==> config.mk <==
export PLATFORM = sky130hd
export DESIGN_NAME = peripheral_clock_gating
export DESIGN_NICKNAME = d
export VERILOG_FILES = /design/src/hw/clock_gating_pkg.sv /design/src/hw/peripheral_clock_gating.sv
export VERILOG_INCLUDE_DIRS = /design/src /design/src/hw
export SDC_FILE = /design/constraint.sdc
export NUM_CORES = 1
export LEC_CHECK = 0
export BUFFER_PORTS_ARGS = -buffer_cell sky130_fd_sc_hd__buf_2
export CAP_MARGIN = 20
export CORE_MARGIN = 1
export CORE_UTILIZATION = 45
export DETAILED_ROUTE_END_ITERATION = 16
export MAX_ROUTING_LAYER = met4
export PLACE_DENSITY = 0.77
export SETUP_SLACK_MARGIN = 0.05
export SYNTH_ARGS = -nofsm -noshare
export SYNTH_HDL_FRONTEND = slang
export SYNTH_SLANG_ARGS = --single-unit
==> constraint.sdc <==
create_clock -name pclk -period 3.08 [get_ports pclk]
set_input_delay 0.616 -clock pclk [delete_from_list [all_inputs] [get_ports pclk]]
set_output_delay 0.616 -clock pclk [all_outputs]
set_load 0.03 [all_outputs]
==> src/hw/clock_gating_map.svh <==
// Purpose: Offsets, field positions, reset values and mode codes of the peripheral clock gating block.
// Assumes: APB with 32-bit data, one aligned word per register.
// Notes: Gating register keeps the documented bit layout in its low byte.
// Notes on behaviour
// - Set gate bit stops that peripheral clock.
// - Gated peripheral frozen, its registers blocked.
// - Ungating resumes peripheral in held state.
// - Bits 7,2,1 gate two-wire, SPI, USART.
// - Bit 6 gates second timer when synchronous.
// - Bits 5,3 gate first and wide timer.
// - Bit 4 reserved, reads zero.
// - Bit 0 gates converter; disable it first.
// - Gated converter denies comparator its multiplexer.
// - Gating acts only in active and idle, and for the converter in noise reduction.
// - Enabled converter stays enabled in sleep.
// - Converter restart forces extended first conversion.
// - Deep sleep disables comparator automatically.
// - Comparator on reference keeps reference in sleep.
// - Reference on when detector, comparator, converter need.
// - Reference restart needs start-up; kept one ready.
// - Fuse-enabled brown-out detector stays on in sleep.
// - Enabled watchdog stays active in sleep.
// - Buffers off when I/O and converter clocks stop.
// - Input disable registers switch buffers off always.
// - Debug fuse keeps main clock during sleep.
// - Idle stops only processor and program clocks.
`ifndef CLOCK_GATING_MAP_SVH
`define CLOCK_GATING_MAP_SVH

`define GATE_REG_ADDR      12'h000
`define CMP_DIS_REG_ADDR   12'h004
`define CNV_DIS_REG_ADDR   12'h008
`define STATUS_REG_ADDR    12'h00C
`define GATE_RESET         8'h00
`define GATE_WRITE_MASK    8'hEF
`define BIT_TWO_WIRE       7
`define BIT_TIMER2         6
`define BIT_TIMER0         5
`define BIT_RESERVED       4
`define BIT_TIMER1         3
`define BIT_SPI            2
`define BIT_USART          1
`define BIT_CONVERTER      0
`define NUM_UNITS          8
`define BOD_DISABLED       3'h7
`define SLEEP_IDLE         3'h0
`define SLEEP_NOISE        3'h1
`define REF_STARTUP_NS     70000
`define CLK_PERIOD_NS      8

`endif

==> src/hw/clock_gating_pkg.sv <==
// Purpose: Types of the peripheral clock gating block.
// Assumes: The map header is included alongside.
// Notes: Only types live here.
`default_nettype none
package clock_gating_pkg;
	typedef enum logic [1:0] {ref_off, ref_starting, ref_ready} ref_state_e;
	typedef struct packed {
		logic brownout_on;
		logic watchdog_on;
		logic converter_on;
		logic comparator_on;
		logic comparator_uses_ref;
	} analog_req_s;
endpackage : clock_gating_pkg
`default_nettype wire

==> src/hw/peripheral_clock_gating.sv <==
// Purpose: Per-peripheral clock gate enables, freeze and access blocking, sleep-time analog control.
// Assumes: Peripherals take a clock enable; freezing means holding every flop while the enable is low.
// Notes: Register access over APB, zero wait states, unmapped addresses answer with pslverr.
`include "clock_gating_map.svh"
`default_nettype none
module peripheral_clock_gating
	import clock_gating_pkg::*;
#(
	parameter int          REF_STARTUP_CYCLES = (`REF_STARTUP_NS + `CLK_PERIOD_NS - 1) / `CLK_PERIOD_NS,
	parameter int unsigned CMP_PINS           = 2,
	parameter int unsigned CNV_PINS           = 8
) (
	input  wire logic                pclk,
	input  wire logic                presetn,
	input  wire logic                psel,
	input  wire logic                penable,
	input  wire logic                pwrite,
	input  wire logic [11:0]         paddr,
	input  wire logic [31:0]         pwdata,
	output logic      [31:0]         prdata,
	output logic                     pready,
	output logic                     pslverr,
	input  wire logic                sleeping,
	input  wire logic [2:0]          sleep_mode_select,
	input  wire logic                timer_async_select,
	input  wire logic                debug_enable_fuse,
	input  wire logic [2:0]          brownout_level_fuse,
	input  wire analog_req_s         analog_req,
	input  wire logic [`NUM_UNITS-1:0] periph_access_req,
	input  wire logic [`NUM_UNITS-1:0] wake_pin_need,
	output logic      [`NUM_UNITS-1:0] unit_clock_en,
	output logic      [`NUM_UNITS-1:0] periph_access_ok,
	output logic                     cpu_clock_en,
	output logic                     io_clock_en,
	output logic                     converter_clock_en,
	output logic                     main_osc_en,
	output logic                     comparator_mux_allow,
	output logic                     comparator_en,
	output logic                     converter_en,
	output logic                     converter_extended,
	output logic                     watchdog_en,
	output logic                     brownout_en,
	output logic                     reference_en,
	output logic                     reference_ready,
	output logic      [CMP_PINS-1:0] comparator_input_disable,
	output logic      [CNV_PINS-1:0] converter_input_disable,
	output logic                     input_buffer_sleep_off,
	output logic      [`NUM_UNITS-1:0] wake_buffer_en
);

	////////////////////////////////////////////////////////////////////////////////
	logic [7:0]          peripheral_clock_gate;
	logic [7:0]          next_peripheral_clock_gate;
	logic [CMP_PINS-1:0] next_cmp_dis;
	logic [CNV_PINS-1:0] next_cnv_dis;
	logic                wr;
	logic                hit;
	logic [7:0]          status;

	function automatic logic sel(input logic [11:0] a, input logic [11:0] b);
		sel = (a == b);
	endfunction : sel

	assign wr     = psel && penable && pwrite;
	assign hit    = sel(paddr, `GATE_REG_ADDR) || sel(paddr, `CMP_DIS_REG_ADDR) ||
	                sel(paddr, `CNV_DIS_REG_ADDR) || sel(paddr, `STATUS_REG_ADDR);
	assign pready = 1'b1;

	always_comb begin
		next_peripheral_clock_gate = peripheral_clock_gate;
		next_cmp_dis               = comparator_input_disable;
		next_cnv_dis               = converter_input_disable;
		if (wr && sel(paddr, `GATE_REG_ADDR)) begin
			next_peripheral_clock_gate = pwdata[7:0] & `GATE_WRITE_MASK;
		end
		if (wr && sel(paddr, `CMP_DIS_REG_ADDR)) begin
			next_cmp_dis = pwdata[CMP_PINS-1:0];
		end
		if (wr && sel(paddr, `CNV_DIS_REG_ADDR)) begin
			next_cnv_dis = pwdata[CNV_PINS-1:0];
		end
	end

	always_ff @(posedge pclk or negedge presetn) begin
		if (!presetn) begin
			peripheral_clock_gate    <= `GATE_RESET;
			comparator_input_disable <= '0;
			converter_input_disable  <= '0;
		end else begin
			peripheral_clock_gate    <= next_peripheral_clock_gate;
			comparator_input_disable <= next_cmp_dis;
			converter_input_disable  <= next_cnv_dis;
		end
	end

	// Read data is registered so it stays stable into the access phase.
	always_ff @(posedge pclk or negedge presetn) begin
		if (!presetn) begin
			prdata  <= 32'h0000_0000;
			pslverr <= 1'b0;
		end else if (psel && !penable) begin
			pslverr <= !hit;
			prdata  <= 32'h0000_0000;
			unique case (1'b1)
				sel(paddr, `GATE_REG_ADDR):    prdata <= {24'h00_0000, peripheral_clock_gate};
				sel(paddr, `CMP_DIS_REG_ADDR): prdata <= {{(32-CMP_PINS){1'b0}}, comparator_input_disable};
				sel(paddr, `CNV_DIS_REG_ADDR): prdata <= {{(32-CNV_PINS){1'b0}}, converter_input_disable};
				sel(paddr, `STATUS_REG_ADDR):  prdata <= {24'h00_0000, status};
				default:                       prdata <= 32'h0000_0000;
			endcase
		end
	end

	////////////////////////////////////////////////////////////////////////////////
	// Gating only matters while a unit's clock runs; deeper sleep stops the I/O clock, but noise reduction keeps the converter's.
	logic idle_sleep;
	logic noise_sleep;
	logic deep_sleep;

	assign idle_sleep   = sleeping && (sleep_mode_select == `SLEEP_IDLE);
	assign noise_sleep  = sleeping && (sleep_mode_select == `SLEEP_NOISE);
	assign deep_sleep   = sleeping && !idle_sleep && !noise_sleep;
	assign cpu_clock_en = !sleeping;
	assign io_clock_en  = !sleeping || idle_sleep;
	assign converter_clock_en = !sleeping || idle_sleep || noise_sleep;
	assign main_osc_en  = !deep_sleep || debug_enable_fuse;

	genvar g;
	generate
		for (g = 0; g < `NUM_UNITS; g++) begin : g_unit
			logic gated;
			if (g == `BIT_TIMER2) begin : g_t2
				assign gated = peripheral_clock_gate[g] && !timer_async_select;
			end else begin : g_other
				assign gated = peripheral_clock_gate[g];
			end
			// Holding the enable low freezes every flop, so ungating resumes where it stopped.
			assign unit_clock_en[g]    = !gated && (g == `BIT_CONVERTER ? converter_clock_en : io_clock_en);
			assign periph_access_ok[g] = periph_access_req[g] && !gated;
			assign wake_buffer_en[g]   = wake_pin_need[g];
		end
	endgenerate

	assign comparator_mux_allow   = !peripheral_clock_gate[`BIT_CONVERTER];
	assign input_buffer_sleep_off = sleeping && !io_clock_en && !converter_clock_en;

	////////////////////////////////////////////////////////////////////////////////
	assign comparator_en = analog_req.comparator_on && !deep_sleep;
	assign converter_en  = analog_req.converter_on;
	assign watchdog_en   = analog_req.watchdog_on;
	assign brownout_en   = (brownout_level_fuse != `BOD_DISABLED);
	// A comparator on the reference keeps the reference even in deep sleep.
	assign reference_en  = brownout_en || analog_req.converter_on ||
	                       (analog_req.comparator_on && analog_req.comparator_uses_ref);

	ref_state_e ref_state;
	ref_state_e next_ref_state;
	logic [31:0] ref_count;
	logic [31:0] next_ref_count;
	logic        conv_was_on;
	logic        next_conv_ext;

	always_comb begin
		next_ref_state = ref_state;
		next_ref_count = ref_count;
		unique case (ref_state)
			ref_off: begin
				next_ref_count = 32'h0000_0000;
				if (reference_en) begin
					next_ref_state = ref_starting;
				end
			end
			ref_starting: begin
				next_ref_count = ref_count + 32'h0000_0001;
				if (!reference_en) begin
					next_ref_state = ref_off;
				end else if (ref_count >= 32'(REF_STARTUP_CYCLES - 1)) begin
					next_ref_state = ref_ready;
				end
			end
			ref_ready: begin
				if (!reference_en) begin
					next_ref_state = ref_off;
				end
			end
		endcase
		next_conv_ext = converter_extended;
		if (analog_req.converter_on && !conv_was_on) begin
			next_conv_ext = 1'b1;
		end else if (!analog_req.converter_on) begin
			next_conv_ext = 1'b0;
		end
	end

	always_ff @(posedge pclk or negedge presetn) begin
		if (!presetn) begin
			ref_state          <= ref_off;
			ref_count          <= 32'h0000_0000;
			conv_was_on        <= 1'b0;
			converter_extended <= 1'b0;
		end else begin
			ref_state          <= next_ref_state;
			ref_count          <= next_ref_count;
			conv_was_on        <= analog_req.converter_on;
			converter_extended <= next_conv_ext;
		end
	end

	assign reference_ready = (ref_state == ref_ready);
	assign status = {5'h00, reference_ready, converter_extended, input_buffer_sleep_off};

	// One copy per plain unit; the second timer and the reserved bit have their own checks.
	generate
		for (g = 0; g < `NUM_UNITS; g++) begin : g_check
			if (g != `BIT_TIMER2 && g != `BIT_RESERVED) begin : g_plain

			end
		end
	endgenerate
endmodule : peripheral_clock_gating
`default_nettype wire

==> results of run 1 <==
==> critical path, cell delays in order (launching register included) <==
cell and delay (ns):
dfrtp_1 0.38, inv_1 0.09, ha_1 0.43, nand4_1 0.34, nor3_2 0.47, nand2_1 0.29
o211ai_1 0.24, o31ai_1 0.09
==> report_power, final <==
| part | total (mW) | internal [mW] | switching [mW] | leakage, nW |
|---|---|---|---|---|
| clock network | 0.604 | 0.288 | 0.316 | 0.0820 |
| logic | 0.478 | 0.158 | 0.319 | 1.09 |
| registers | 0.887 | 0.848 | 0.0391 | 0.846 |
==> per-layer routing <==
metal | vias up | GRT usage, % | wire length [um]
li1 | 1347 | - | -
met1 | 1331 | 21.9 | 3130
met2 | 92 | 34.4 | 3560
met3 | 10 | 6.76 | 498
met4 | 0 | 5.63 | 95
met5 | - | - | 0
==> cell usage in the layout (no fill, tap or decap), drive strengths merged, types with 2 or more instances in the layout <==
master and count:
a21boi 2, a21oi 4, and3 8, and4 2
buf 92, clkbuf 10, clkinv 4, clkinvlp 2
conb 25, dfrtp 62, ha 6, inv 15
mux2 18, mux2i 17, mux4 2, nand2 41
nand2b 4, nand3 20, nand4 6, nor2 15
nor2b 7, nor3 4, nor4 10, o211ai 11
o21ai 16, o31ai 13, or2 3, or3 2
==> area by class of cell <==
cell class	count	area, um^2
multi-input combinational	249	1630
timing repair buffer	92	480
sequential	62	1550
inverter	15	56.3
tap	99	124
clock inverter	6	38.8
clock buffer	10	128
fill	696	3320
==> cells in the mapped netlist, drive strengths merged <==
cell | count | area share [%]
and4 | 2 | 0.51
or2 | 3 | 0.54
nand2 | 41 | 4.4
nor4 | 10 | 2.7
o211ai | 11 | 2.4
and3 | 8 | 1.4
buf | 37 | 8.0
nand3 | 20 | 3.0
clkbuf | 7 | 0.76
a31oi | 1 | 0.18
a22o | 1 | 0.25
o21ai | 16 | 2.3
and4b | 1 | 0.29
o311ai | 1 | 0.25
a2111oi | 1 | 0.25
nand2b | 4 | 0.72
a21o | 1 | 0.22
and2 | 1 | 0.18
nor2 | 15 | 1.6
nor2b | 7 | 1.3
a21oi | 4 | 0.58
a21boi | 2 | 0.43
o2bb2ai | 1 | 0.25
o221ai | 1 | 0.25
nor3 | 4 | 0.87
mux2i | 17 | 4.9
dfrtp | 62 | 45
nand4 | 6 | 1.1
xor2 | 1 | 0.25
nor4b | 1 | 0.25
mux2 | 18 | 5.9
mux4 | 2 | 1.3
conb | 2 | 0.22
inv | 15 | 1.6
or4 | 1 | 0.22
or3 | 2 | 0.40
o31ai | 13 | 2.8
ha | 6 | 2.2
xnor2 | 1 | 0.25
==> path summary, 6_finish.rpt <==
path | from | end | slack [ns] | cells after the start
max | ref_state[1] | ref_count[19] | 0.63 | 7
min | presetn | prdata[6] | 0.28 | 1
max reg2reg | ref_state[1] | ref_count[19] | 0.63 | 7
min reg2reg | conv_was_on | converter_extended | 0.44 | 1
max in group asynchronous | presetn | ref_count[18] | 2.19 | 2
min in group pclk | analog_req[2] | conv_was_on | 0.42 | 1
==> registers in the layout, summed over array words and instances (netlist names) <==
| name | cells |
|---|---|
| pslverr | 1 |
| conv_was_on | 1 |
| prdata | 8 |
| ref_state | 2 |
| converter_input_disable | 8 |
| converter_extended | 1 |
| comparator_input_disable | 2 |
| peripheral_clock_gate | 7 |
| ref_count | 32 |
==> per-stage QoR <==
step	hold slack (ns)	instances
after floorplan	0.320	370
after global placement	0.414	517
after detailed placement	0.457	517
after CTS	0.280	533
after global routing	0.307	533
final	0.276	533
==> cells by family (layout without fill, tap and decap cells) <==
family	Yosys count	count (layout)	synth area share [%]
multiplexers	37	37	12.1
buffers and inverters	59	123	10.4
flip-flops	62	62	44.8
adder cells (fa/ha/maj)	6	6	2.17
other	2	25	0.217
AND/OR/NAND/NOR	126	126	19.6
XOR/XNOR	2	2	0.506
AO/OA/AOI/OAI	53	53	10.2
==> results.txt, run 1 <==
The flow ran to the end, and the final reports show no timing, DRC or antenna violations. The CTS H-tree depth came out at 3. The cell count after synthesis came out at 347. The combined global-route utilization of all metal layers is 20.0%. Max-cap violations in this run came to 0. The floorplan die area came out at 8040 um^2. The area of all placed cells without fillers came out at 4010 um^2. The die is 89.7 um wide. The hold buffer count at CTS is 0. The worst vdd rail ir drop came out at 0.385 mV. The worst min-delay path class is input pin to async pin. The worst path required time came out at 3.29 ns.

In the final layout, the share of cells above drive strength 1 is 31.3%. The startpoint type of the worst setup path is a flip-flop. The total standard cell area after synthesis is 3460 um^2.

The number of placement rows came out at 31. The later-pin clock latency in the skew report is 0.34 ns. The initial antenna violation count came out at 0. The power density over cell area is 491 nW/um^2.

The final setup violation count came out at 0. Compared with the post-synthesis result, the final layout area differs by 16.0%. The ratio of routed vias to standard cells is 5.22. The number of top-level pins came out at 160. The capturing element type of the critical path is a flip-flop. Before antenna repair, the detailed router went through 4 iterations. The count of distinct cell types in the synthesized netlist is 43.

The layout net count came out at 514. Summed over all layers, the routed wires come to 7280 um. The placed standard-cell area is 3850 um^2. The setup TNS after final layout is 0 ns. The final critical-path share of the clock period came out at 79.7%. The final core area utilization came out at 54.7%.

The DRC marker count from the first detailed-route iteration came out at 168. The synthesized flop and latch total is 62. The maximum buffer depth of the clock tree came out at 2.

The number of buffers added by the clock tree synthesis step is 9. The via count of the first global-routing pass was 2,619. Clock-pin slew was measured on the worst setup and hold paths at 0.07 ns. The post-CTS setup buffer count is 0. In this run the vertical extent of the chip is 89.7 um. The mean area per synthesized cell is 9.97 um^2. The peak fanout along the critical path is 14.

After detailed routing, the average wire length per cell comes to 13.7 um. TritonCTS built the clock tree. Entering global routing, the biggest net connects 38 pins. For the finished layout, the period the worst path requires is 2.45 ns.

The pre-CTS setup slack is 0.478 ns. The final max-slew violation count came out at 0. The post-DP HPWL is 5560 um. The initial core utilization came out at 47.2%.

The final routed DRC violation total is 0. The placeable core area came out at 7330 um^2. The total via count after detailed routing came out at 2,780.

Data on the critical path arrives at its endpoint at 2.67 ns. The diode insertion count for antenna repair is 0. The leakage dissipation came out at 2.02 nW. The congestion estimate from routability-driven global placement came to 0.812. The final worst setup slack is 0.625 ns.

The relative slew slack is 51.4%. The final hold violation count is 0. Sequential elements use 44.8% of the synthesized area.

For this run, the number of Yosys warnings is 0. The highest attainable clock frequency is 0.407 GHz. The transition at the pin with the smallest max-transition slack came out at 0.723 ns. The overall power is 1.97 mW. The post-cts gate resize count came out at 0.

The quantity of I/O buffers inserted on ports came out at 89. The final setup skew came out at 0.00670 ns. In this run the clock root is driven by a clkbuf_8. The critical path class is flip-flop to flip-flop. The overall overflow remaining after global route is 0. The first global-routing pass estimated 11,800 um of wire. Setup repair after global routing left no endpoint under its margin.

The count of nets left with antenna violations once routing finished came out at 0. Counting every sink on the clock net gives 62.
(Power assumes the default switching activity.)
==> run 2: changes to the inputs <==
--- a/config.mk
+++ b/config.mk
@@ -9,7 +9,7 @@
 export BUFFER_PORTS_ARGS = -buffer_cell sky130_fd_sc_hd__buf_2
 export CAP_MARGIN = 20
 export CORE_MARGIN = 1
-export CORE_UTILIZATION = 45
+export CORE_UTILIZATION = 43
 export DETAILED_ROUTE_END_ITERATION = 16
 export MAX_ROUTING_LAYER = met4
 export PLACE_DENSITY = 0.77
==> constraint.sdc (replaced) <==
create_clock -name pclk -period 2.1 [get_ports pclk]
set_input_delay 0.42 -clock pclk [delete_from_list [all_inputs] [get_ports pclk]]
set_output_delay 0.42 -clock pclk [all_outputs]
set_load 0.03 [all_outputs]
==> run 2 against run 1 <==
Net effect:
- critical path depth down 2
- via count rose by 2.8%
- sequential share of layout area fell by 1.6 points
- non-clock buffer count is 17 higher
- critical path type unchanged
- combinational power rose by 58%
- flip-flop and latch count unchanged
- worst setup slack got worse by 0.47 ns
==> results.txt, run 2 (synthesized netlist as in run 1, its figures left out) <==
The largest registers in the layout are ref_count x32, converter_input_disable x8, prdata x8. Buffers placed on the I/O ports in this run total 89. The CTS tree is yes. CTS saw 62 sinks. For this design the ratio of total power to cell area is 729 nW/um^2. The internal power summed over all cells came out at 2.07 mW. The pin count of the biggest net entering global routing came out at 63.

The overall power is 3.05 mW. The die width is 91.7 um. The floorplan has 32 rows. The layer flagged by global routing as most heavily used is met2. The ratio of routed vias to standard cells is 5.18. The library cells used most frequently in the layout, excluding fill and tap cells, are 89 x buf_2, 62 x dfrtp_1, 41 x nand2_1, 25 x conb_1, 19 x buf_4. The master of the slowest instance on the critical path is dfrtp_1. The placeable core area came out at 7770 um^2.

The via count of the first global-routing pass is 2,632. The routability-driven placement congestion ratio is 0.802. The floorplan die area is 8410 um^2. The global-route met2 utilization is 33.6%. The CTS H-tree depth came out at 3. IR analysis of the VDD net gives a maximum drop of 0.520 mV. The first global-routing pass estimated 12,500 um of wire. The clock-pin slew on the worst setup and hold paths came out at 0.07 ns. The average wire per cell in the routed design came out at 13.8 um.

The combined global-route utilization of all metal layers came out at 19.6%. The count of maximum capacitance violations is 0. Leaving out fill and tap cells, the most frequent cell in the layout is buf_2. Data on the critical path is required at its endpoint by 2.36 ns.

Sequential cells account for 42.3% of the total power. The DRC marker count from the first detailed-route iteration is 115. Timing analysis after detailed placement gives a worst setup slack of -0.0835 ns. In this run the cell area measured after placement is 3970 um^2. The area growth from synthesis to layout came out at 21.0%. The flow ran to the end, and the final reports show no timing, DRC or antenna violations. The final max-slew violation count came out at 0.

The clock passes through at most 2 buffers. For the finished layout, the period the worst path requires is 1.95 ns. The final routed DRC violation total came out at 0. The data arrival time of the worst path came out at 2.21 ns. The number of buffers and inverters on the critical path is 0. The root buffer cell chosen for the clock tree is clkbuf_8. After the last flow step, the layout net total stands at 531. The power share of the combinational group is 24.7%. The overall overflow remaining after global route came out at 0.

The largest delay contributor family on the critical path is simple AND/OR/NAND/NOR gates. The final hold violation count came out at 0. For this block, the routed nets add up to 7640 um of wire. The later-pin clock latency in the skew report came out at 0.33 ns. The post-DP HPWL came out at 5800 um. The capturing element type of the critical path is a flip-flop. The clock arrives with 0.00776 ns of skew. The clock share of power is 33.0%.

The leakage dissipation came out at 2.16 nW. The global routing usage on met3 came out at 3.40%. The highest attainable clock frequency came out at 0.514 GHz.

The worst setup path is launched from a flip-flop. The register containing the most flip-flops in the final layout is ref_count. The number of flip-flops under the largest register name came out at 32. Hold is met by 0.0857 ns. The transition at the pin with the smallest max-transition slack came out at 0.482 ns. The final setup violation count came out at 0. In this run the power spent charging and discharging nets is 984 uW.

The number of antenna diodes in the final layout is 0. Of the total power, the share spent switching nets is 32.2%. The number of buffers added by the clock tree synthesis step is 9. The proportion of layout cells with a drive suffix above 1 came out at 34.4%. The initial core utilization is 44.5%.

For this design the top-level I/O count stands at 160. Of the available clock period, the critical path in the final layout requires 92.7%. The final worst setup slack came out at 0.153 ns. Headroom to the max-slew limit came out at 67.4%. The initial antenna violation count is 0. The worst setup path is of the flip-flop to flip-flop kind. The area of all placed cells without fillers is 4190 um^2. The critical path goes through or3_1 > nor4_1 > o311ai_0 > a21oi_1 > mux2i_1. The detailed-router iteration count before antenna repair came out at 4. The final core area utilization is 53.9%.

For this run, global-route usage on met1 was measured as 23.6%. The peak fanout along the critical path is 6. Setup repair after global routing left no endpoint under its margin. The die height is 91.7 um.

The worst min-delay path class is input pin to async pin. For this run, the slowest stage of the critical path takes 0.44 ns. The post-detailed-route count of antenna-violating nets is 0. Across all layers, the routed design uses 2,859 vias.
-- run 2: changes by cell type in the layout (fill, tap and decap cells not counted), moves of 2 or more --
| cell | before | now |
|---|---|---|
| nor3_4 | 0 | 2 |
| clkinvlp_4 | 2 | 0 |
| nor3_2 | 2 | 0 |
| buf_4 | 2 | 19 |
-- run 2: power by group through the flow --
stage          Clock, mW  Sequential, mW  Combinational (mW)
2_1_floorplan          0            1.31               0.585
3_3_place_gp           0            1.31               0.735
3_5_place_dp           0            1.31               0.756
4_1_cts             1.04            1.29               0.759
5_1_grt             1.10            1.30               0.842
6_report            1.01            1.29               0.755
-- run 2: timing repair --
action | CTS | global route
setup endpoints to repair | 0 | 11
gates resized for setup | 0 | 3
buffers inserted | 0 | 2
hold buffers | 0 | 0
-- run 2: worst paths after layout --
path	endpoint	slack (ns)	startpoint	cells after the start
setup / recovery	ref_state[0]	0.15	ref_count[12]	5
hold / removal	converter_input_disable[4]	0.09	presetn	2
setup reg to reg	ref_state[0]	0.15	ref_count[12]	5
hold reg to reg	converter_extended	0.43	conv_was_on	1
max in group asynchronous	ref_count[11]	1.74	presetn	2
min in group pclk	conv_was_on	0.23	analog_req[2]	1
-- run 2: cell type report --
| cell class | instances | area, um^2 |
|---|---|---|
| clock buffers | 10 | 138 |
| clock inverters | 5 | 50.0 |
| fillers | 681 | 3580 |
| inverters | 15 | 56.3 |
| multi-input cells | 249 | 1650 |
| flip-flops and latches | 62 | 1550 |
| well taps | 102 | 128 |
| repair buffers | 109 | 608 |
-- run 2: stage by stage --
step           TNS (ns)  instances
6_report              0        552
3_5_place_dp     -0.562        535
5_1_grt               0        552
3_3_place_gp          0        535
2_1_floorplan         0        370
4_1_cts               0        550
-- run 2: metal layers --
layer  part of all wire, %  wire, um  vias to the layer above
met4                  0.72        55                        0
met2                    50      3850                       94
li1                      -         -                     1375
met1                    44      3360                     1383
met3                   5.0       383                        7
met5                     0         0                        -
==> run 3: changes to the inputs <==
--- a/config.mk
+++ b/config.mk
@@ -9,7 +9,7 @@
 export BUFFER_PORTS_ARGS = -buffer_cell sky130_fd_sc_hd__buf_2
 export CAP_MARGIN = 20
 export CORE_MARGIN = 1
-export CORE_UTILIZATION = 43
+export CORE_UTILIZATION = 45
 export DETAILED_ROUTE_END_ITERATION = 16
 export MAX_ROUTING_LAYER = met4
 export PLACE_DENSITY = 0.77
==> constraint.sdc (replaced) <==
create_clock -name pclk -period 2.2 [get_ports pclk]
set_input_delay 0.44 -clock pclk [delete_from_list [all_inputs] [get_ports pclk]]
set_output_delay 0.44 -clock pclk [all_outputs]
set_load 0.03 [all_outputs]
==> run 3 against run 2 <==
Net effect:
- global-route usage increased by 0.17 points
- core utilization increased by 2.9 points
- flip-flop and latch count unchanged
- clock power about the same
- critical path type unchanged
- largest cell class unchanged
==> results.txt, run 3 (synthesized netlist as in run 1, its figures left out) <==
Clock-pin slew was measured on the worst setup and hold paths at 0.07 ns. Counting the buffers created by CTS gives 9. The startpoint type of the worst setup path is a flip-flop. Across the whole layout, storage elements account for 1550 um^2.

Port buffering added 89 buffers. The worst min-delay path class is input pin to async pin. The final hold violation count was 0. The post-detailed-route count of antenna-violating nets is 0.

For flop-to-flop paths, the worst setup slack is 0.29 ns. The worst path required time is 2.41 ns. The global routing met1 resource utilization came out at 22.7%. The average wire per cell in the routed design is 14.0 um. At the end of the flow, the number of nets in the layout was 528.

The die width came out at 89.7 um. The count of maximum capacitance violations is 0. In this run the deepest clock path goes through 2 buffers. The die height is 89.7 um. The routability-driven placement congestion ratio came out at 0.811. The detailed-router iteration count before antenna repair came out at 4. The peak fanout along the critical path came out at 7. Clock latency on the worst-skew pair, taken at its later pin, is 0.33 ns.

Setup repair after global routing left no endpoint under its margin. The hold buffer count at CTS is 0. The number of flip-flops under the largest register name came out at 32. The tree is rooted in a clkbuf_8. The placeable core area came out at 7330 um^2. For the worst setup path, the data arrival time is 2.12 ns. The layout has 665 filler cells.

At the end of the flow the core is filled with cells to 56.8%. The CTS H-tree depth is 3. The first-pass GRT wire length came out at 11,700 um. The final instance count without filler cells came out at 546. The critical path class is flip-flop to flip-flop. The area growth from synthesis to layout is 20.3%.

The largest registers in the layout are ref_count x32, converter_input_disable x8, prdata x8. After routing, the total negative slack on setup checks comes to 0 ns. Between clock sinks in the finished design, the worst skew comes to 0.00354 ns. The pin count of the biggest net entering global routing came out at 63.

The ratio of routed vias to standard cells came out at 5.18. The DRC marker count from the first detailed-route iteration is 104. The initial core utilization is 47.2%. The via count of the first global-routing pass came to 2,590. After global routing, the most crowded layer is met2.

The repair_antennas step left the layout with diodes totalling 0. The worst vdd rail ir drop came out at 0.521 mV. The top cell types in the final layout, fill and taps aside, are 89 x buf_2, 62 x dfrtp_1, 41 x nand2_1, 25 x conb_1, 19 x nand3_1.

The most common cell after layout, fill and taps aside is buf_2. The clock sink total is 62. For this run the aggregate overflow at the end of global routing stands at 0. In this run the critical register-to-register path is captured at ref_count[16]. The logic depth of the worst register-to-register path came out at 8. The post-DP HPWL came out at 5710 um. The number of top-level pins is 160. The leakage dissipation came out at 2.11 nW. The final critical-path share of the clock period is 86.9%. The run finished with clean final reports. The post-cts gate resize count came out at 0. The final route contains 2,831 vias. The register with the most flip-flops in the final layout is ref_count. TritonCTS built the clock tree. Power spread over the standard cell area amounts to 717 nW/um^2. The highest attainable clock frequency came out at 0.523 GHz. The minimum clock period is 1.91 ns.

The area occupied by multi-input gates is 1640 um^2. Wires add up to 7620 um. The initial antenna violation count came out at 0. The final setup violation count came out at 0. The final routed DRC violation total came out at 0. The floorplan step defined a die boundary enclosing 8040 um^2. On the final layout, the worst hold slack is 0.117 ns. The cell count after placement is 531.

For this run, the total global-route usage over all layers was measured as 19.8%. The proportion of layout cells with a drive suffix above 1 is 33.8%. The global-route met2 utilization came out at 34.9%. The critical register-to-register path startpoint is ref_state[1]. The global routing usage on met3 came out at 3.11%. The capturing element type of the critical path is a flip-flop. Across all setup checks in the final design, the least slack found is 0.288 ns. The final max-slew violation count came to 0. The pre-CTS setup slack is -0.0148 ns. After clock tree synthesis, the setup repair step added 0 buffers. The number of placement rows is 31.
## run 3: cell count changes in the layout (fill, tap and decap cells not counted), sizes merged
cell | before | now
buf | 109 | 106
clkinvlp | 0 | 1
clkinv | 4 | 1
clkbuf | 10 | 12
## run 3: final cells by class
class	count	share of cell area, %
Clock buffer	12	3.97
Clock inverter	3	1.02
Inverter	15	1.35
Multi-Input combinational cell	249	39.3
Sequential cell	62	37.3
Tap cell	99	2.98
Timing Repair Buffer	106	14.1
## run 3: worst max-delay path by stage
stage | cells after the start | from | end | slack, ns
floorplan | 4 | sleeping | main_osc_en | 0.11
global placement | 6 | paddr[11] | peripheral_clock_gate[5] | 0.06
detailed placement | 6 | paddr[11] | prdata[7] | -0.01
CTS | 9 | ref_state[1] | ref_count[26] | 0.31
global route | 5 | ref_count[8] | ref_state[1] | 0.11
finish | 8 | ref_state[1] | ref_count[16] | 0.29
## run 3: per-stage QoR
step	power, mW	cell area (um^2)
floorplan	1.81	3550
global placement	1.93	3950
detailed placement	1.97	3950
CTS	3.01	4160
global route	3.13	4160
finish	2.98	4160
## run 3: power breakdown
part / internal [mW] / switching (mW)
registers: 1.19 / 0.0581
clock network: 0.608 / 0.433
logic: 0.237 / 0.460
## run 3: worst max-delay path, stage by stage, from the launching register on
cell	delay, ns
dfrtp_1	0.39
inv_1	0.11
ha_1	0.19
nand4_1	0.18
nor3_2	0.24
buf_4	0.19
and4_1	0.25
nand3_1	0.11
mux2i_1	0.13
## run 3: layer usage
metal | vias to the layer above | share of wire (%)
li1 | 1372 | -
met1 | 1347 | 43
met2 | 103 | 50
met3 | 9 | 5.9
met4 | 0 | 0.96
met5 | - | 0
